===== config.mk =====
export PLATFORM = sky130hd
export DESIGN_NAME = usb_ep_device_flat
export DESIGN_NICKNAME = d
export VERILOG_FILES = /design/src/rtl/usb_ep_pkg.sv /design/src/rtl/usb_link_if.sv /design/src/rtl/usb_ep_device.sv /design/src/rtl/byte_ram.sv /design/src/flat_wrapper.sv
export SDC_FILE = /design/constraint.sdc
export NUM_CORES = 2
export LEC_CHECK = 0
export ABC_AREA = 1
export BUFFER_PORTS_ARGS = -buffer_cell sky130_fd_sc_hd__buf_2
export CORE_ASPECT_RATIO = 1.4
export CORE_MARGIN = 3
export CORE_UTILIZATION = 35
export DETAILED_ROUTE_END_ITERATION = 6
export SETUP_SLACK_MARGIN = 0.05
export SYNTH_ARGS = -nofsm -noshare
export SYNTH_HDL_FRONTEND = slang
export SYNTH_SLANG_ARGS = --single-unit

===== constraint.sdc =====
create_clock -name pclk -period 10.5 [get_ports pclk]
set_input_delay 0.525 -clock pclk [delete_from_list [all_inputs] [get_ports pclk]]
set_output_delay 0.525 -clock pclk [all_outputs]
set_load 0.005 [all_outputs]

===== src/rtl/usb_ep_pkg.sv =====
// Shared constants and types for the USB endpoint control link
package usb_ep_pkg;
  localparam logic [6:0] EP0_BYTES = 7'h08;
  localparam int         RAM_BYTES = 64;
  localparam logic [7:0] REG_RESET = 8'h00;
  // Device register indices
  localparam logic [6:0] OFS_IRQ_MASK = 7'h00;
  localparam logic [6:0] OFS_EP0_CSR  = 7'h01;
  localparam logic [6:0] OFS_CTL      = 7'h02;
  localparam logic [6:0] OFS_EP_CSR   = 7'h04;
  localparam logic [6:0] OFS_EP_LEN   = 7'h08;
  localparam logic [6:0] OFS_BASE12   = 7'h0C;
  localparam logic [6:0] OFS_BASE34   = 7'h0D;
  localparam logic [6:0] OFS_IFACE    = 7'h0E;
  localparam logic [6:0] OFS_SIZE     = 7'h0F;
  localparam logic [6:0] OFS_EP0_DATA = 7'h18;
  // Event mask bits, low six bits of the mask register
  localparam logic [7:0] MASK_BITS = 8'h3F;
  // Endpoint csr fields
  localparam int CSR_DONE  = 1;
  localparam int CSR_VALID = 2;
  localparam int CSR_IRQEN = 3;
  localparam int CSR_DIR   = 4;
  localparam int CSR_STALL = 5;
  // Control endpoint csr fields
  localparam int EP0_TX_READY = 4;
  localparam int EP0_TX_DONE  = 5;
  localparam int EP0_RX_FULL  = 6;
  localparam int EP0_RX_DONE  = 7;
  // Control register fields
  localparam int CTL_ENABLE = 0;
  localparam int CTL_HALT   = 1;
  localparam logic [1:0] MODE_OFF = 2'b00;
  // Host register byte addresses, and the data window page matched on address bits 11:8
  localparam logic [11:0] HOFS_CMD  = 12'h000;
  localparam logic [11:0] HOFS_STAT = 12'h004;
  localparam logic [3:0]  HOFS_DATA = 4'h1;
  typedef enum logic [2:0] {
    TOK_NONE       = 3'b000,
    TOK_SETUP      = 3'b001,
    TOK_IN         = 3'b010,
    TOK_OUT        = 3'b011,
    TOK_CLEAR_HALT = 3'b100
  } tok_e;
  typedef enum logic [1:0] {
    HS_NONE  = 2'b00,
    HS_ACK   = 2'b01,
    HS_NAK   = 2'b10,
    HS_STALL = 2'b11
  } hs_e;
  // Buffer size code to bytes: 8, 16, 32, 64
  function automatic logic [6:0] size_bytes(input logic [1:0] code);
    return 7'h08 << code;
  endfunction : size_bytes
endpackage : usb_ep_pkg


===== src/rtl/usb_link_if.sv =====
// Token, data and handshake link between host and device ends
`timescale 1ns/1ps
`default_nettype none
interface usb_link_if;
  logic       tok_valid;
  logic [2:0] tok_kind;
  logic [2:0] tok_ep;
  logic [6:0] tok_len;
  logic       h_dat_valid;
  logic [7:0] h_dat;
  logic       d_dat_valid;
  logic [7:0] d_dat;
  logic       hs_valid;
  logic [1:0] hs_code;
  modport device (input tok_valid, tok_kind, tok_ep, tok_len, h_dat_valid, h_dat,
                  output d_dat_valid, d_dat, hs_valid, hs_code);
  modport host (output tok_valid, tok_kind, tok_ep, tok_len, h_dat_valid, h_dat,
                input d_dat_valid, d_dat, hs_valid, hs_code);
endinterface : usb_link_if
`default_nettype wire


===== src/rtl/usb_ep_device.sv =====
// Device end: endpoint control, masks and buffers behind a CPU register port
// Behaviour
// - Forced control halt stalls endpoint 0 until SETUP
// - Event masks gate flags onto interrupt, reset zero
// - Bus reset interrupts only when select bit set
// - Endpoint 0 rx length read, tx length written
// - Tx ready starts IN; cleared by success, SETUP
// - Tx done flag NAKs IN; write zero clears
// - Rx full set on store; NAK until cleared
// - Rx done set on OUT/SETUP; NAKs OUT
// - Endpoint transfer done NAKs packets unless stalled
// - IN endpoint valid arms send; cleared on success
// - OUT endpoint valid set on store; NAK until cleared
// - Size code selects 8 to 64 bytes
// - Done flag interrupts only with its enable
// - Direction bit: one IN, zero OUT
// - Stall bit latches halt on next packet
// - Latched halt cleared by host request or disable
// - Software clears stall bits after bus reset
// - Type field: off, bulk or interrupt
// - Packet length: tx count or received count
// - Buffers in 64-byte RAM at 8-byte bases
// - Interface select bits per endpoint
// - Data registers read OUT, write IN buffer
// - Enable freezes config; clearing resets transfer state
`timescale 1ns/1ps
`default_nettype none
module usb_ep_device
  import usb_ep_pkg::*;
(
  input  wire logic       pclk,
  input  wire logic       presetn,
  usb_link_if.device      link,
  input  wire logic       reg_sel,
  input  wire logic       reg_wr,
  input  wire logic [6:0] reg_addr,
  input  wire logic [7:0] reg_wdata,
  output logic      [7:0] reg_rdata,
  input  wire logic       setup_flag,
  input  wire logic       frame_start_flag,
  input  wire logic       cfg_change_flag,
  input  wire logic       bus_reset_flag,
  input  wire logic       wake_flag,
  input  wire logic       sleep_flag,
  input  wire logic       bus_reset_irq_select,
  output logic            irq
);
  typedef enum logic [1:0] {
    D_IDLE = 2'b00,
    D_RX   = 2'b01,
    D_TX   = 2'b10,
    D_HS   = 2'b11
  } dstate_e;
  typedef struct packed {
    dstate_e        st;
    logic [6:0]     cnt;
    logic [6:0]     len;
    logic [2:0]     ep;
    hs_e            hs;
    logic           store;
    logic [7:0]     irq_mask;
    logic           enable;
    logic           force_halt;
    logic [3:0]     rx_len;
    logic [3:0]     tx_len;
    logic           tx_ready;
    logic           tx_done;
    logic           rx_full;
    logic           rx_done;
    logic [7:0][7:0] in_buf;
    logic [7:0][7:0] out_buf;
    logic [3:0][1:0] mode;
    logic [3:0][1:0] size;
    logic [3:0][2:0] base;
    logic [3:0][6:0] pkt_len;
    logic [3:0]     dir;
    logic [3:0]     irq_en;
    logic [3:0]     valid;
    logic [3:0]     done;
    logic [3:0]     stall;
    logic [3:0]     halted;
    logic [3:0]     iface;
    logic [7:0]     rdata;
    logic           irq;
    logic           d_dat_valid;
    logic [7:0]     d_dat;
    logic           hs_valid;
    hs_e            hs_code;
  } dev_s;
  dev_s       r;
  dev_s       next_r;
  logic       ram_we;
  logic [5:0] ram_wa;
  logic [7:0] ram_wd;
  logic [5:0] ram_la;
  logic [7:0] ram_link_rd;
  logic [7:0] ram_cpu_rd;
  logic [1:0] ke;

  // Shared endpoint buffer RAM
  byte_ram #(.WIDTH(8), .DEPTH(RAM_BYTES)) u_ram (
    .pclk    (pclk),
    .presetn (presetn),
    .we      (ram_we),
    .waddr   (ram_wa),
    .wdata   (ram_wd),
    .raddr_a (ram_la),
    .rdata_a (ram_link_rd),
    .raddr_b (reg_addr[5:0]),
    .rdata_b (ram_cpu_rd)
  );

  assign ke     = 2'(r.ep - 3'h1);
  assign ram_la = {r.base[ke], 3'b000} + r.cnt[5:0];

  // Register access, link sequencing and interrupt combine
  always_comb
  begin
    logic [7:0] rd;
    logic [1:0] k;
    logic       ep_ok;
    logic       io;
    logic [5:0] fl;
    next_r = r;
    rd = REG_RESET;
    k = 2'(link.tok_ep - 3'h1);
    ep_ok = link.tok_ep >= 3'h1 && link.tok_ep <= 3'h4;
    io = link.tok_kind == TOK_IN || link.tok_kind == TOK_OUT;
    fl = {sleep_flag, wake_flag, bus_reset_flag & bus_reset_irq_select, cfg_change_flag,
          frame_start_flag, setup_flag};
    ram_we = 1'b0;
    ram_wa = reg_addr[5:0];
    ram_wd = reg_wdata;
    next_r.d_dat_valid = 1'b0;
    next_r.hs_valid = 1'b0;
    // Read mux
    case (reg_addr)
      OFS_IRQ_MASK: rd = r.irq_mask;
      OFS_EP0_CSR:  rd = {r.rx_done, r.rx_full, r.tx_done, r.tx_ready, r.rx_len};
      OFS_CTL:      rd = {7'h00, r.enable};
      OFS_BASE12:   rd = {1'b0, r.base[1], 1'b0, r.base[0]};
      OFS_BASE34:   rd = {1'b0, r.base[3], 1'b0, r.base[2]};
      OFS_IFACE:    rd = {4'h0, r.iface};
      OFS_SIZE:     rd = r.size;
      default:      rd = REG_RESET;
    endcase
    for (int i = 0; i < 4; i++)
    begin
      if (reg_addr == OFS_EP_CSR + 7'(i))
        rd = {r.mode[i], r.stall[i], r.dir[i], r.irq_en[i], r.valid[i], r.done[i], 1'b0};
      if (reg_addr == OFS_EP_LEN + 7'(i))
        rd = {1'b0, r.pkt_len[i]};
    end
    if (reg_addr[6:3] == OFS_EP0_DATA[6:3])
      rd = r.out_buf[reg_addr[2:0]];
    if (reg_addr[6])
      rd = ram_cpu_rd;
    if (reg_sel && !reg_wr)
      next_r.rdata = rd;
    // Software writes; hardware sets below win over these clears
    if (reg_sel && reg_wr)
    begin
      case (reg_addr)
        OFS_IRQ_MASK: next_r.irq_mask = reg_wdata & MASK_BITS;
        OFS_CTL:
        begin
          next_r.enable = reg_wdata[CTL_ENABLE];
          if (reg_wdata[CTL_HALT])
            next_r.force_halt = 1'b1;
        end
        OFS_EP0_CSR:
        begin
          next_r.tx_len = reg_wdata[3:0];
          next_r.tx_ready = reg_wdata[EP0_TX_READY];
          next_r.tx_done = r.tx_done & reg_wdata[EP0_TX_DONE];
          next_r.rx_full = r.rx_full & reg_wdata[EP0_RX_FULL];
          next_r.rx_done = r.rx_done & reg_wdata[EP0_RX_DONE];
        end
        OFS_BASE12:
          if (!r.enable)
            next_r.base[1:0] = {reg_wdata[6:4], reg_wdata[2:0]};
        OFS_BASE34:
          if (!r.enable)
            next_r.base[3:2] = {reg_wdata[6:4], reg_wdata[2:0]};
        OFS_IFACE:
          if (!r.enable)
            next_r.iface = reg_wdata[3:0];
        OFS_SIZE:
          if (!r.enable)
            next_r.size = reg_wdata;
        default: ;
      endcase
      for (int i = 0; i < 4; i++)
      begin
        if (reg_addr == OFS_EP_CSR + 7'(i))
        begin
          if (!r.enable)
          begin
            next_r.mode[i] = reg_wdata[7:6];
            next_r.dir[i] = reg_wdata[CSR_DIR];
          end
          next_r.stall[i] = reg_wdata[CSR_STALL];
          next_r.irq_en[i] = reg_wdata[CSR_IRQEN];
          next_r.valid[i] = reg_wdata[CSR_VALID] & (r.dir[i] | r.valid[i]);
          next_r.done[i] = r.done[i] & reg_wdata[CSR_DONE];
        end
        if (reg_addr == OFS_EP_LEN + 7'(i))
          next_r.pkt_len[i] = reg_wdata[6:0];
      end
      if (reg_addr[6:3] == OFS_EP0_DATA[6:3])
        next_r.in_buf[reg_addr[2:0]] = reg_wdata;
      ram_we = reg_addr[6];
    end
    // Link sequencing
    case (r.st)
      D_IDLE:
        if (link.tok_valid && r.enable)
        begin
          next_r.ep = link.tok_ep;
          next_r.len = link.tok_len;
          next_r.cnt = 7'h00;
          next_r.store = 1'b0;
          next_r.hs = HS_NONE;
          next_r.st = (link.tok_kind == TOK_OUT || link.tok_kind == TOK_SETUP) ? D_RX : D_HS;
          if (link.tok_kind == TOK_SETUP && link.tok_ep == 3'h0)
          begin
            next_r.store = 1'b1;
            next_r.hs = HS_ACK;
            next_r.force_halt = 1'b0;
            next_r.tx_ready = 1'b0;
          end
          else if (link.tok_kind == TOK_CLEAR_HALT)
          begin
            if (ep_ok)
              next_r.halted[k] = 1'b0;
            next_r.hs = HS_ACK;
          end
          else if (link.tok_ep == 3'h0 && io)
          begin
            if (r.force_halt)
              next_r.hs = HS_STALL;
            else if (link.tok_kind == TOK_IN)
            begin
              if (!r.tx_ready || r.tx_done)
                next_r.hs = HS_NAK;
              else
              begin
                next_r.st = D_TX;
                next_r.hs = HS_ACK;
                next_r.len = ({3'h0, r.tx_len} > EP0_BYTES) ? EP0_BYTES : {3'h0, r.tx_len};
              end
            end
            else if (r.rx_full || r.rx_done)
              next_r.hs = HS_NAK;
            else
            begin
              next_r.store = 1'b1;
              next_r.hs = HS_ACK;
            end
          end
          else if (ep_ok && io && r.mode[k] != MODE_OFF && r.dir[k] == (link.tok_kind == TOK_IN))
          begin
            if (r.halted[k])
              next_r.hs = HS_STALL;
            else if (r.stall[k])
            begin
              next_r.halted[k] = 1'b1;
              next_r.stall[k] = 1'b0;
              next_r.hs = HS_STALL;
            end
            else if (r.done[k])
              next_r.hs = HS_NAK;
            else if (r.dir[k])
            begin
              if (!r.valid[k])
                next_r.hs = HS_NAK;
              else
              begin
                next_r.st = D_TX;
                next_r.hs = HS_ACK;
                next_r.len = (r.pkt_len[k] > size_bytes(r.size[k])) ? size_bytes(r.size[k])
                                                                     : r.pkt_len[k];
              end
            end
            else if (r.valid[k])
              next_r.hs = HS_NAK;
            else
            begin
              next_r.store = 1'b1;
              next_r.hs = HS_ACK;
            end
          end
        end
      D_RX:
        if (r.cnt == r.len)
        begin
          next_r.st = D_HS;
          if (r.store && r.ep == 3'h0)
          begin
            next_r.rx_full = 1'b1;
            next_r.rx_done = 1'b1;
            next_r.rx_len = (r.len > EP0_BYTES) ? 4'h8 : r.len[3:0];
          end
          else if (r.store)
          begin
            next_r.valid[ke] = 1'b1;
            next_r.done[ke] = 1'b1;
            next_r.pkt_len[ke] = r.len;
          end
        end
        else if (link.h_dat_valid)
        begin
          next_r.cnt = r.cnt + 7'h01;
          if (r.store && r.ep == 3'h0 && r.cnt < EP0_BYTES)
            next_r.out_buf[r.cnt[2:0]] = link.h_dat;
          if (r.store && r.ep != 3'h0 && r.cnt < size_bytes(r.size[ke]))
          begin
            ram_we = 1'b1;
            ram_wa = ram_la;
            ram_wd = link.h_dat;
          end
        end
      D_TX:
        if (r.cnt == r.len)
        begin
          next_r.st = D_HS;
          if (r.ep == 3'h0)
          begin
            next_r.tx_ready = 1'b0;
            next_r.tx_done = 1'b1;
          end
          else
          begin
            next_r.valid[ke] = 1'b0;
            next_r.done[ke] = 1'b1;
          end
        end
        else
        begin
          next_r.d_dat_valid = 1'b1;
          next_r.d_dat = (r.ep == 3'h0) ? r.in_buf[r.cnt[2:0]] : ram_link_rd;
          next_r.cnt = r.cnt + 7'h01;
        end
      D_HS:
      begin
        next_r.hs_valid = 1'b1;
        next_r.hs_code = r.hs;
        next_r.st = D_IDLE;
      end
      default: next_r.st = D_IDLE;
    endcase
    // Disabling the function resets its transfer state
    if (reg_sel && reg_wr && reg_addr == OFS_CTL && !reg_wdata[CTL_ENABLE] && r.enable)
    begin
      next_r.st = D_IDLE;
      next_r.halted = 4'h0;
      next_r.done = 4'h0;
      next_r.valid = 4'h0;
      next_r.tx_ready = 1'b0;
      next_r.tx_done = 1'b0;
      next_r.rx_full = 1'b0;
      next_r.rx_done = 1'b0;
      next_r.d_dat_valid = 1'b0;
      next_r.hs_valid = 1'b0;
    end
    next_r.irq = |(r.irq_mask[5:0] & fl) | |(r.done & r.irq_en);
  end

  always_ff @(posedge pclk or negedge presetn)
  begin
    if (!presetn)
      r <= '0;
    else
      r <= next_r;
  end

  assign reg_rdata        = r.rdata;
  assign irq              = r.irq;
  assign link.d_dat_valid = r.d_dat_valid;
  assign link.d_dat       = r.d_dat;
  assign link.hs_valid    = r.hs_valid;
  assign link.hs_code     = r.hs_code;
endmodule : usb_ep_device
`default_nettype wire


===== src/rtl/byte_ram.sv =====
// Flip-flop byte buffer with one write port and two read ports
`timescale 1ns/1ps
`default_nettype none
module byte_ram
  import usb_ep_pkg::*;
#(
  parameter int WIDTH = 8,
  parameter int DEPTH = RAM_BYTES,
  localparam int AW = $clog2(DEPTH)
)(
  input  wire logic             pclk,
  input  wire logic             presetn,
  input  wire logic             we,
  input  wire logic [AW-1:0]    waddr,
  input  wire logic [WIDTH-1:0] wdata,
  input  wire logic [AW-1:0]    raddr_a,
  output logic      [WIDTH-1:0] rdata_a,
  input  wire logic [AW-1:0]    raddr_b,
  output logic      [WIDTH-1:0] rdata_b
);
  typedef struct packed {
    logic [DEPTH-1:0][WIDTH-1:0] mem;
  } ram_s;
  ram_s r;
  ram_s next_r;

  // Write port
  always_comb
  begin
    next_r = r;
    if (we)
      next_r.mem[waddr] = wdata;
  end

  always_ff @(posedge pclk or negedge presetn)
  begin
    if (!presetn)
      r <= '0;
    else
      r <= next_r;
  end

  assign rdata_a = r.mem[raddr_a];
  assign rdata_b = r.mem[raddr_b];
endmodule : byte_ram
`default_nettype wire


===== src/flat_wrapper.sv =====
// flat-port wrapper written by rule: the top's interface ports become plain ports
module usb_ep_device_flat import usb_ep_pkg::*;
  (pclk, presetn, reg_sel, reg_wr, reg_addr, reg_wdata, reg_rdata, setup_flag, frame_start_flag, cfg_change_flag, bus_reset_flag, wake_flag, sleep_flag, bus_reset_irq_select, irq, link_tok_valid, link_tok_kind, link_tok_ep, link_tok_len, link_h_dat_valid, link_h_dat, link_d_dat_valid, link_d_dat, link_hs_valid, link_hs_code);
  usb_link_if link_i ();
  input  wire logic pclk;
  input  wire logic presetn;
  input  wire logic reg_sel;
  input  wire logic reg_wr;
  input  wire logic [6:0] reg_addr;
  input  wire logic [7:0] reg_wdata;
  output logic      [7:0] reg_rdata;
  input  wire logic setup_flag;
  input  wire logic frame_start_flag;
  input  wire logic cfg_change_flag;
  input  wire logic bus_reset_flag;
  input  wire logic wake_flag;
  input  wire logic sleep_flag;
  input  wire logic bus_reset_irq_select;
  output logic irq;
  input wire logic [$bits(link_i.tok_valid)-1:0] link_tok_valid;
  input wire logic [$bits(link_i.tok_kind)-1:0] link_tok_kind;
  input wire logic [$bits(link_i.tok_ep)-1:0] link_tok_ep;
  input wire logic [$bits(link_i.tok_len)-1:0] link_tok_len;
  input wire logic [$bits(link_i.h_dat_valid)-1:0] link_h_dat_valid;
  input wire logic [$bits(link_i.h_dat)-1:0] link_h_dat;
  output wire logic [$bits(link_i.d_dat_valid)-1:0] link_d_dat_valid;
  output wire logic [$bits(link_i.d_dat)-1:0] link_d_dat;
  output wire logic [$bits(link_i.hs_valid)-1:0] link_hs_valid;
  output wire logic [$bits(link_i.hs_code)-1:0] link_hs_code;
  assign link_i.tok_valid = link_tok_valid;
  assign link_i.tok_kind = link_tok_kind;
  assign link_i.tok_ep = link_tok_ep;
  assign link_i.tok_len = link_tok_len;
  assign link_i.h_dat_valid = link_h_dat_valid;
  assign link_i.h_dat = link_h_dat;
  assign link_d_dat_valid = link_i.d_dat_valid;
  assign link_d_dat = link_i.d_dat;
  assign link_hs_valid = link_i.hs_valid;
  assign link_hs_code = link_i.hs_code;
  usb_ep_device u_core (.pclk(pclk), .presetn(presetn), .link(link_i), .reg_sel(reg_sel), .reg_wr(reg_wr), .reg_addr(reg_addr), .reg_wdata(reg_wdata), .reg_rdata(reg_rdata), .setup_flag(setup_flag), .frame_start_flag(frame_start_flag), .cfg_change_flag(cfg_change_flag), .bus_reset_flag(bus_reset_flag), .wake_flag(wake_flag), .sleep_flag(sleep_flag), .bus_reset_irq_select(bus_reset_irq_select), .irq(irq));
endmodule

======== Word level (Yosys, flattened, before mapping) ========
Cells that the tools add are included.
storage, ports and cells
  register bits after elaboration ......... 787
  bits of input ports ..................... 49
  output and inout bits ................... 21
  logic and storage cells ................. 486
operators by class
  add/subtract/negate cells ............... 4
  $lt $le $gt $ge ......................... 19
  equal/unequal tests ..................... 34
  shift operators ......................... 2
  mux-type cells .......................... 203
  bitwise gates (word level) .............. 29
  reduce and logical (&&, ||, !) cells .... 65
operators by type and width
  operator            count
  $bwmux 512          1
  $mux 8              35
  $mux 7              22
  $bwmux 64           2
  $mux 28             4
  $bmux 8 s6          2
  $mux 2              34
  $mux 68             1
  $mux 64             1
  $eq 7x4->1 const B  8
  $mux 1              56
  $pmux 8 s7          1
  $bmux 8 s3          2
  $demux 8 s3         2
  $demux 8 s6         1
  $mux 48             1
  $mux 4              8
  $bwmux 28           1
  $eq 7x3->1 const B  4
  $reduce_and 3->1    9
  $mux 6              4
  $mux 22             1
  $reduce_and 2->1    11
  $logic_and 1x1->1   21
  62 further kinds    124

======== Depth between registers and ports, before layout ========
  depth in word-level cells ............... 18
  gate-level depth with buffers ........... 24
  depth with buffers taken out ............ 21

======== Cells and area by module ========
Synthesis repeated with hierarchy kept, for this count alone.
second synthesis, totals
  cells, all modules ...................... 6,215
  area, all modules ....................... 43,807.0 um^2
by module, submodules not included
  module         times used  cells an instance  area each (um^2)  sequential area each (um^2)
  byte_ram       1           4,136              28,245.8          12,812.3
  usb_ep_device  1           2,079              15,561.2          6,881.6

======== Worst setup path after synthesis ========
Ideal clock, no wire load.
  path kind ............................... input-to-reg
  start point ............................. input link_tok_ep[0]
  end point ............................... register u_core.r[265] (netlist name)
  setup time .............................. 132 ps
  arrival ................................. 3,818 ps
  data required time ...................... 10,368 ps
  path slack .............................. 6,550 ps
  stages on the path ...................... 22
  buffers on the path ..................... 4
  cell sequence ........................... inv_1 clkbuf_1 clkbuf_1 clkbuf_1 ha_1 clkinv_1 clkbuf_1 a21oi_1 a32oi_1 nand3_1 ha_1 nand2_1 nor2_1 nand2_1 o211ai_1 nand2_1 o21ai_0 nor2_1 nand2_1 nand3_1 nand2_1 o21ai_0
on the way
  word-level cells in the longest chain between the ends .. 15
  elaborated cells between the ends (all ways) .. 40
  those cells by class .................... 1 x add/sub; 3 x order compare; 1 x eq/ne; 1 x shift; 26 x mux; 8 x reduce/logical
ends and longest elaborated chain
  item                          RTL line              source
  start: declaration            flat_wrapper.sv:22    input wire logic [$bits(link_i.tok_ep)-1:0] link_tok_ep;
  $sub 2x1->2                   usb_ep_device.sv:126  k = 2'(link.tok_ep - 3'h1);
  $bmux 2 s2                    usb_ep_device.sv:281  next_r.len = (r.pkt_len[k] > size_bytes(r.size[k])) ? size_bytes(r.size[k])
  $mux 2 (implied by the code)  usb_ep_device.sv:281
  $shl 4x2->7                   usb_ep_pkg.sv:53      return 7'h08 << code;
  $gt 7x7->1                    usb_ep_device.sv:281
  $mux 7                        usb_ep_device.sv:281
  $mux 7                        usb_ep_device.sv:275  if (!r.valid[k])
  $mux 7                        usb_ep_device.sv:273  else if (r.dir[k])
  $mux 7                        usb_ep_device.sv:271  else if (r.done[k])
  $mux 7                        usb_ep_device.sv:265  else if (r.stall[k])
  $mux 7                        usb_ep_device.sv:263  if (r.halted[k])
  $mux 7                        usb_ep_device.sv:261  else if (ep_ok && io && r.mode[k] != MODE_OFF && r.dir[k] == (link.tok_kind == TOK_IN))
  $mux 7                        usb_ep_device.sv:238  else if (link.tok_ep == 3'h0 && io)
  $mux 7                        usb_ep_device.sv:232  else if (link.tok_kind == TOK_CLEAR_HALT)
  $mux 7 *                      usb_ep_device.sv:225  if (link.tok_kind == TOK_SETUP && link.tok_ep == 3'h0)
  end signal: assignment        usb_ep_device.sv:374  r <= next_r;
  end: declaration              usb_ep_device.sv:90   dev_s r;
Mark *: on every way between the ends. The rest lies on a longest branch, timed or not. The select of a mux whose other input is x is not followed.
A chain may end at the register's enable or synchronous reset.

======== Worst setup path after layout ========
  start point ............................. register u_core.r[258] (netlist name)
  end point ............................... register u_core.u_ram.r[196] (netlist name)
on the way
  word-level cells in the longest chain between the ends .. 15
  elaborated cells between the ends (all ways) .. 29
  those cells by class .................... 2 x add/sub; 3 x order compare; 1 x shift; 19 x mux; 4 x reduce/logical
ends and longest elaborated chain
  item                                                                   RTL line              source
  $sub 2x1->2                                                            usb_ep_device.sv:113  assign ke = 2'(r.ep - 3'h1);
  $bmux 2 s2                                                             usb_ep_device.sv:316  if (r.store && r.ep != 3'h0 && r.cnt < size_bytes(r.size[ke]))
  $mux 2 (implied by the code)                                           usb_ep_device.sv:316
  $shl 4x2->7                                                            usb_ep_pkg.sv:53
  $lt 7x7->1                                                             usb_ep_device.sv:316
  $logic_and 1x1->1                                                      usb_ep_device.sv:316
  $mux 6                                                                 usb_ep_device.sv:316
  $mux 6                                                                 usb_ep_device.sv:311  else if (link.h_dat_valid)
  $mux 6                                                                 usb_ep_device.sv:295  if (r.cnt == r.len)
  $mux 6                                                                 usb_ep_device.sv:215  case (r.st)
  $lt 6x7->1 (implied by the code) / $ge 6x1->1 (equally long branches)  byte_ram.sv:32        next_r.mem[waddr] = wdata;
  $logic_and 1x1->1 (implied by the code)                                byte_ram.sv:32
  $mux 8 (implied by the code)                                           byte_ram.sv:32
  $demux 8 s6                                                            byte_ram.sv:32
  $bwmux 512                                                             byte_ram.sv:32
  end signal: assignment                                                 byte_ram.sv:40        r <= next_r;
  end: declaration                                                       byte_ram.sv:24        ram_s r;
Several ways; a longest one is shown, not always the timed one. The select of a mux whose other input is x is not followed.

==> run metrics <==
RSZ-0062 raised after global routing no; initial drt markers 5,455; most frequent CP cell nand2_1; status completed; Hold Path Depth 3; total CTS buffers 82; # Max-Cap Violations 0; crit path max fanout 39; P per Cell Area 202 nW/µm²; Post-Syn Instances 6,188; grt total ovfl 0; EDFF count, synth 0; post-synthesis xor/xnor area fraction 0.00117; Worst Path Required 11.08 ns; compound-gate portion of the synthesized area 0.145; slowest cell on the critical path nor2_4; Adder-Cell Fraction of Synth Area 0.00785; dpl cells 7,558; Initial Util 0.353; Die Y 425 µm; cts repair resizes 0; Setup Viol. Count Final 0; fin cells 7,714; skew final 0.0406 ns; CTS tree done; WP buf/inv 4; register area share after synthesis 0.448; R2R depth 18; width of the die 306 µm; Distinct cells, synth 50; Worst Tran Pin Value 1.25 ns; pin count of the biggest net entering global routing 177; crit path kind reg -> reg; DIE AREA 130,000 µm²; Main synth FF type dfrtp_1; crit path launch type flip-flop; Final Hold Viols 0; final worst path period share 0.553; Async S/R FF share, synth 1.00; simple-gate share of the synthesized area 0.322; worst-path cell chain inv_1, ha_1, inv_1, o21ai_0, a21oi_1, a21oi_1, ha_1, fa_1, xor2_1, xor2_2, inv_2, o21ai_1, nand2_1, nor2_4, buf_4, nand2_2, nand2_1, nand2_1; Final Max Tran Viols 0; vias after detailed routing 44,100; internal power 5.70 mW; WHS Endpoint u_core.irq; GR Util All Layers 0.273; Reg-to-Reg End u_core.u_ram.r[196]; Worst setup EP type flip-flop; P&R area growth vs syn 9.79%; cell taking the most area after synthesis dfrtp_1; Final ANT Viol Nets 0; maximum VDD drop 0.000151 V; syn_nets 6,264; Leakage Power 23.2 nW; placer congestion estimate 0.978; FP Rows 153; fin crit period 5.80 ns; drt drc 0; Clock Pin Slew Worst Setup and Hold Paths 0.07 ns; clock sink total 787; YS warnings 0; DR pass1 iterations 6; part of the power in registers 0.357; Final HPWL DP 117,000 µm; area share of the largest cell type after synthesis 0.448; worst setup path startpoint u_core.r[258]; combinational family with the most area after synthesis simple AND/OR/NAND/NOR gates; worst path arrival time 6.38 ns; CORE AREA 124,000 µm²; Comb pwr share 0.327; worst min path class in -> reg; Max Root-Sink Buffers 3; Vias/cell 5.71; CTS Root Cell clkbuf_16; Crit path max-delay family simple AND/OR/NAND/NOR gates; Peak Freq 0.172 GHz; Synth Register Bits 787; first-pass GRT wire length 271,000 µm; start point of the worst hold path wake_flag; synth top area cells dfrtp_1 45%, nand2_1 19%, nand3_1 7.7%; Synth Cell Area 44,000 µm²; # port buffers 69; Reg2Reg Setup Slack 4.70 ns; mux contribution to synthesized area 0.000256; clk_lat worst skew 0.70 ns; Clock Power Share 0.316; setup_tns 0 ns; share of cells above drive strength 1 0.0644; Post-Route WL 181,000 µm; max_slew headroom 0.158; H-tree levels 3; fin nets 6,092; max incr delay on CP 0.80 ns; Switching Fraction 0.415; net switching power 4.05 mW; io pins 70; worst flop-to-flop path startpoint u_core.r[258]; initial antenna violation count 1; total power 9.75 mW; Avg Inst Size Synth 7.10 µm²; vias in the first global route 42,200; wire per inst 23.5 µm
[sequential cells by signal, summed over array words and instances (netlist names)]
signal                   cells
u_core.u_ram.r             512
u_core.link.hs_code          2
u_core.r                   254
u_core.reg_rdata             8
u_core.link.d_dat            8
u_core.link.hs_valid         1
u_core.irq                   1
u_core.link.d_dat_valid      1
[layer usage]
layer  wire (µm)  GRT usage  share of wire  up-vias
met5           0          0              0        -
li1            -          -              -    20000
met2       83400      0.442           0.46     2374
met3       14400     0.0407          0.079      681
met1       67300      0.326           0.37    21000
met4       15900      0.214          0.088        0
[worst max-delay path by stage]
stage | end | depth (start not counted) | slack [ns]
2_1_floorplan | u_core.r[265] | 22 | 6.55
3_5_place_dp | u_core.u_ram.r[208] | 18 | 4.77
5_1_grt | u_core.u_ram.r[196] | 18 | 4.27
3_3_place_gp | u_core.u_ram.r[192] | 18 | 4.90
6_report | u_core.u_ram.r[196] | 18 | 4.70
4_1_cts | u_core.u_ram.r[196] | 18 | 4.77
[placed cells by master, fill, tap and decap left out, types with 24 or more instances in the layout]
master and n:
nor2_1 293, buf_2 68, buf_4 86, ha_1 26, nand4_1 96, nand2_2 40, o22ai_1 45, nand3_1 680
a22oi_1 77, clkbuf_16 82, a21oi_1 214, nand2_1 2204, o21ai_0 669, dfrtp_1 786, inv_1 381, nor3_1 43
o211ai_1 58, clkbuf_8 24
[tightest hold or removal path, cell delays in order]
cell and delay, ns:
buf_2 0.08, nand2_1 0.04, nand4_1 0.07
[cells in the mapped netlist (13+ instances only)]
cell type	instances
dfrtp_1	787
o211ai_1	58
buf_2	98
buf_1	29
ha_1	26
inv_1	384
nor2_1	297
a21oi_1	214
buf_4	30
clkbuf_1	259
o22ai_1	45
nor3_1	44
nand3_1	680
o2111ai_1	18
nand2_2	34
clkinv_1	20
nor2_4	13
nand2_1	2210
nand4_1	96
o21ai_0	669
a22oi_1	77
[stage by stage]
| stage | util | hold slack [ns] | instance area (µm²) | worst slack, ns |
|---|---|---|---|---|
| after floorplan | - | 0.229 | 44000 | 6.55 |
| after global placement | 0.365 | 0.454 | 45500 | 4.90 |
| after detailed placement | 0.365 | 0.458 | 45500 | 4.77 |
| after CTS | 0.388 | 0.0231 | 48300 | 4.77 |
| after global routing | 0.388 | 0.0666 | 48300 | 4.27 |
| final | 0.388 | 0.0540 | 48300 | 4.70 |
[layout make-up]
cell class                 instances  area [µm²]
clock buffer                     122        2440
antenna                            2        5.00
tap                             1627        2040
inverter                         412        1560
fill                           13000       76200
timing repair buffer             160        1090
clock inverter                    31         353
multi-input combinational       4573       21100
sequential                       787       19700
[power groups by stage]
stage	Combinational (mW)	Clock (mW)	Sequential [mW]
final	3.19	3.08	3.48
after CTS	3.06	3.12	3.47
after detailed placement	3.05	0	3.52
after global routing	3.36	3.24	3.50
after floorplan	1.80	0	3.42
after global placement	3.03	0	3.52
[cells by family (layout without fill, tap and decap cells)]
kind of cell             after synthesis  in the layout
adder cells (fa/ha/maj)               27             27
other                                  0              2
buffers and inverters                828            725
AND/OR/NAND/NOR                     3394           3394
multiplexers                           1              1
AO/OA/AOI/OAI                       1146           1146
flip-flops                           787            787
XOR/XNOR                               5              5
[timing repair]
| item | 4_1_cts | 5_1_grt |
|---|---|---|
| endpoints found under the hold margin | 70 | 0 |
| buffers inserted | 0 | 0 |
| hold buffers | 1 | 0 |
Power figures use the tool's default switching activity.
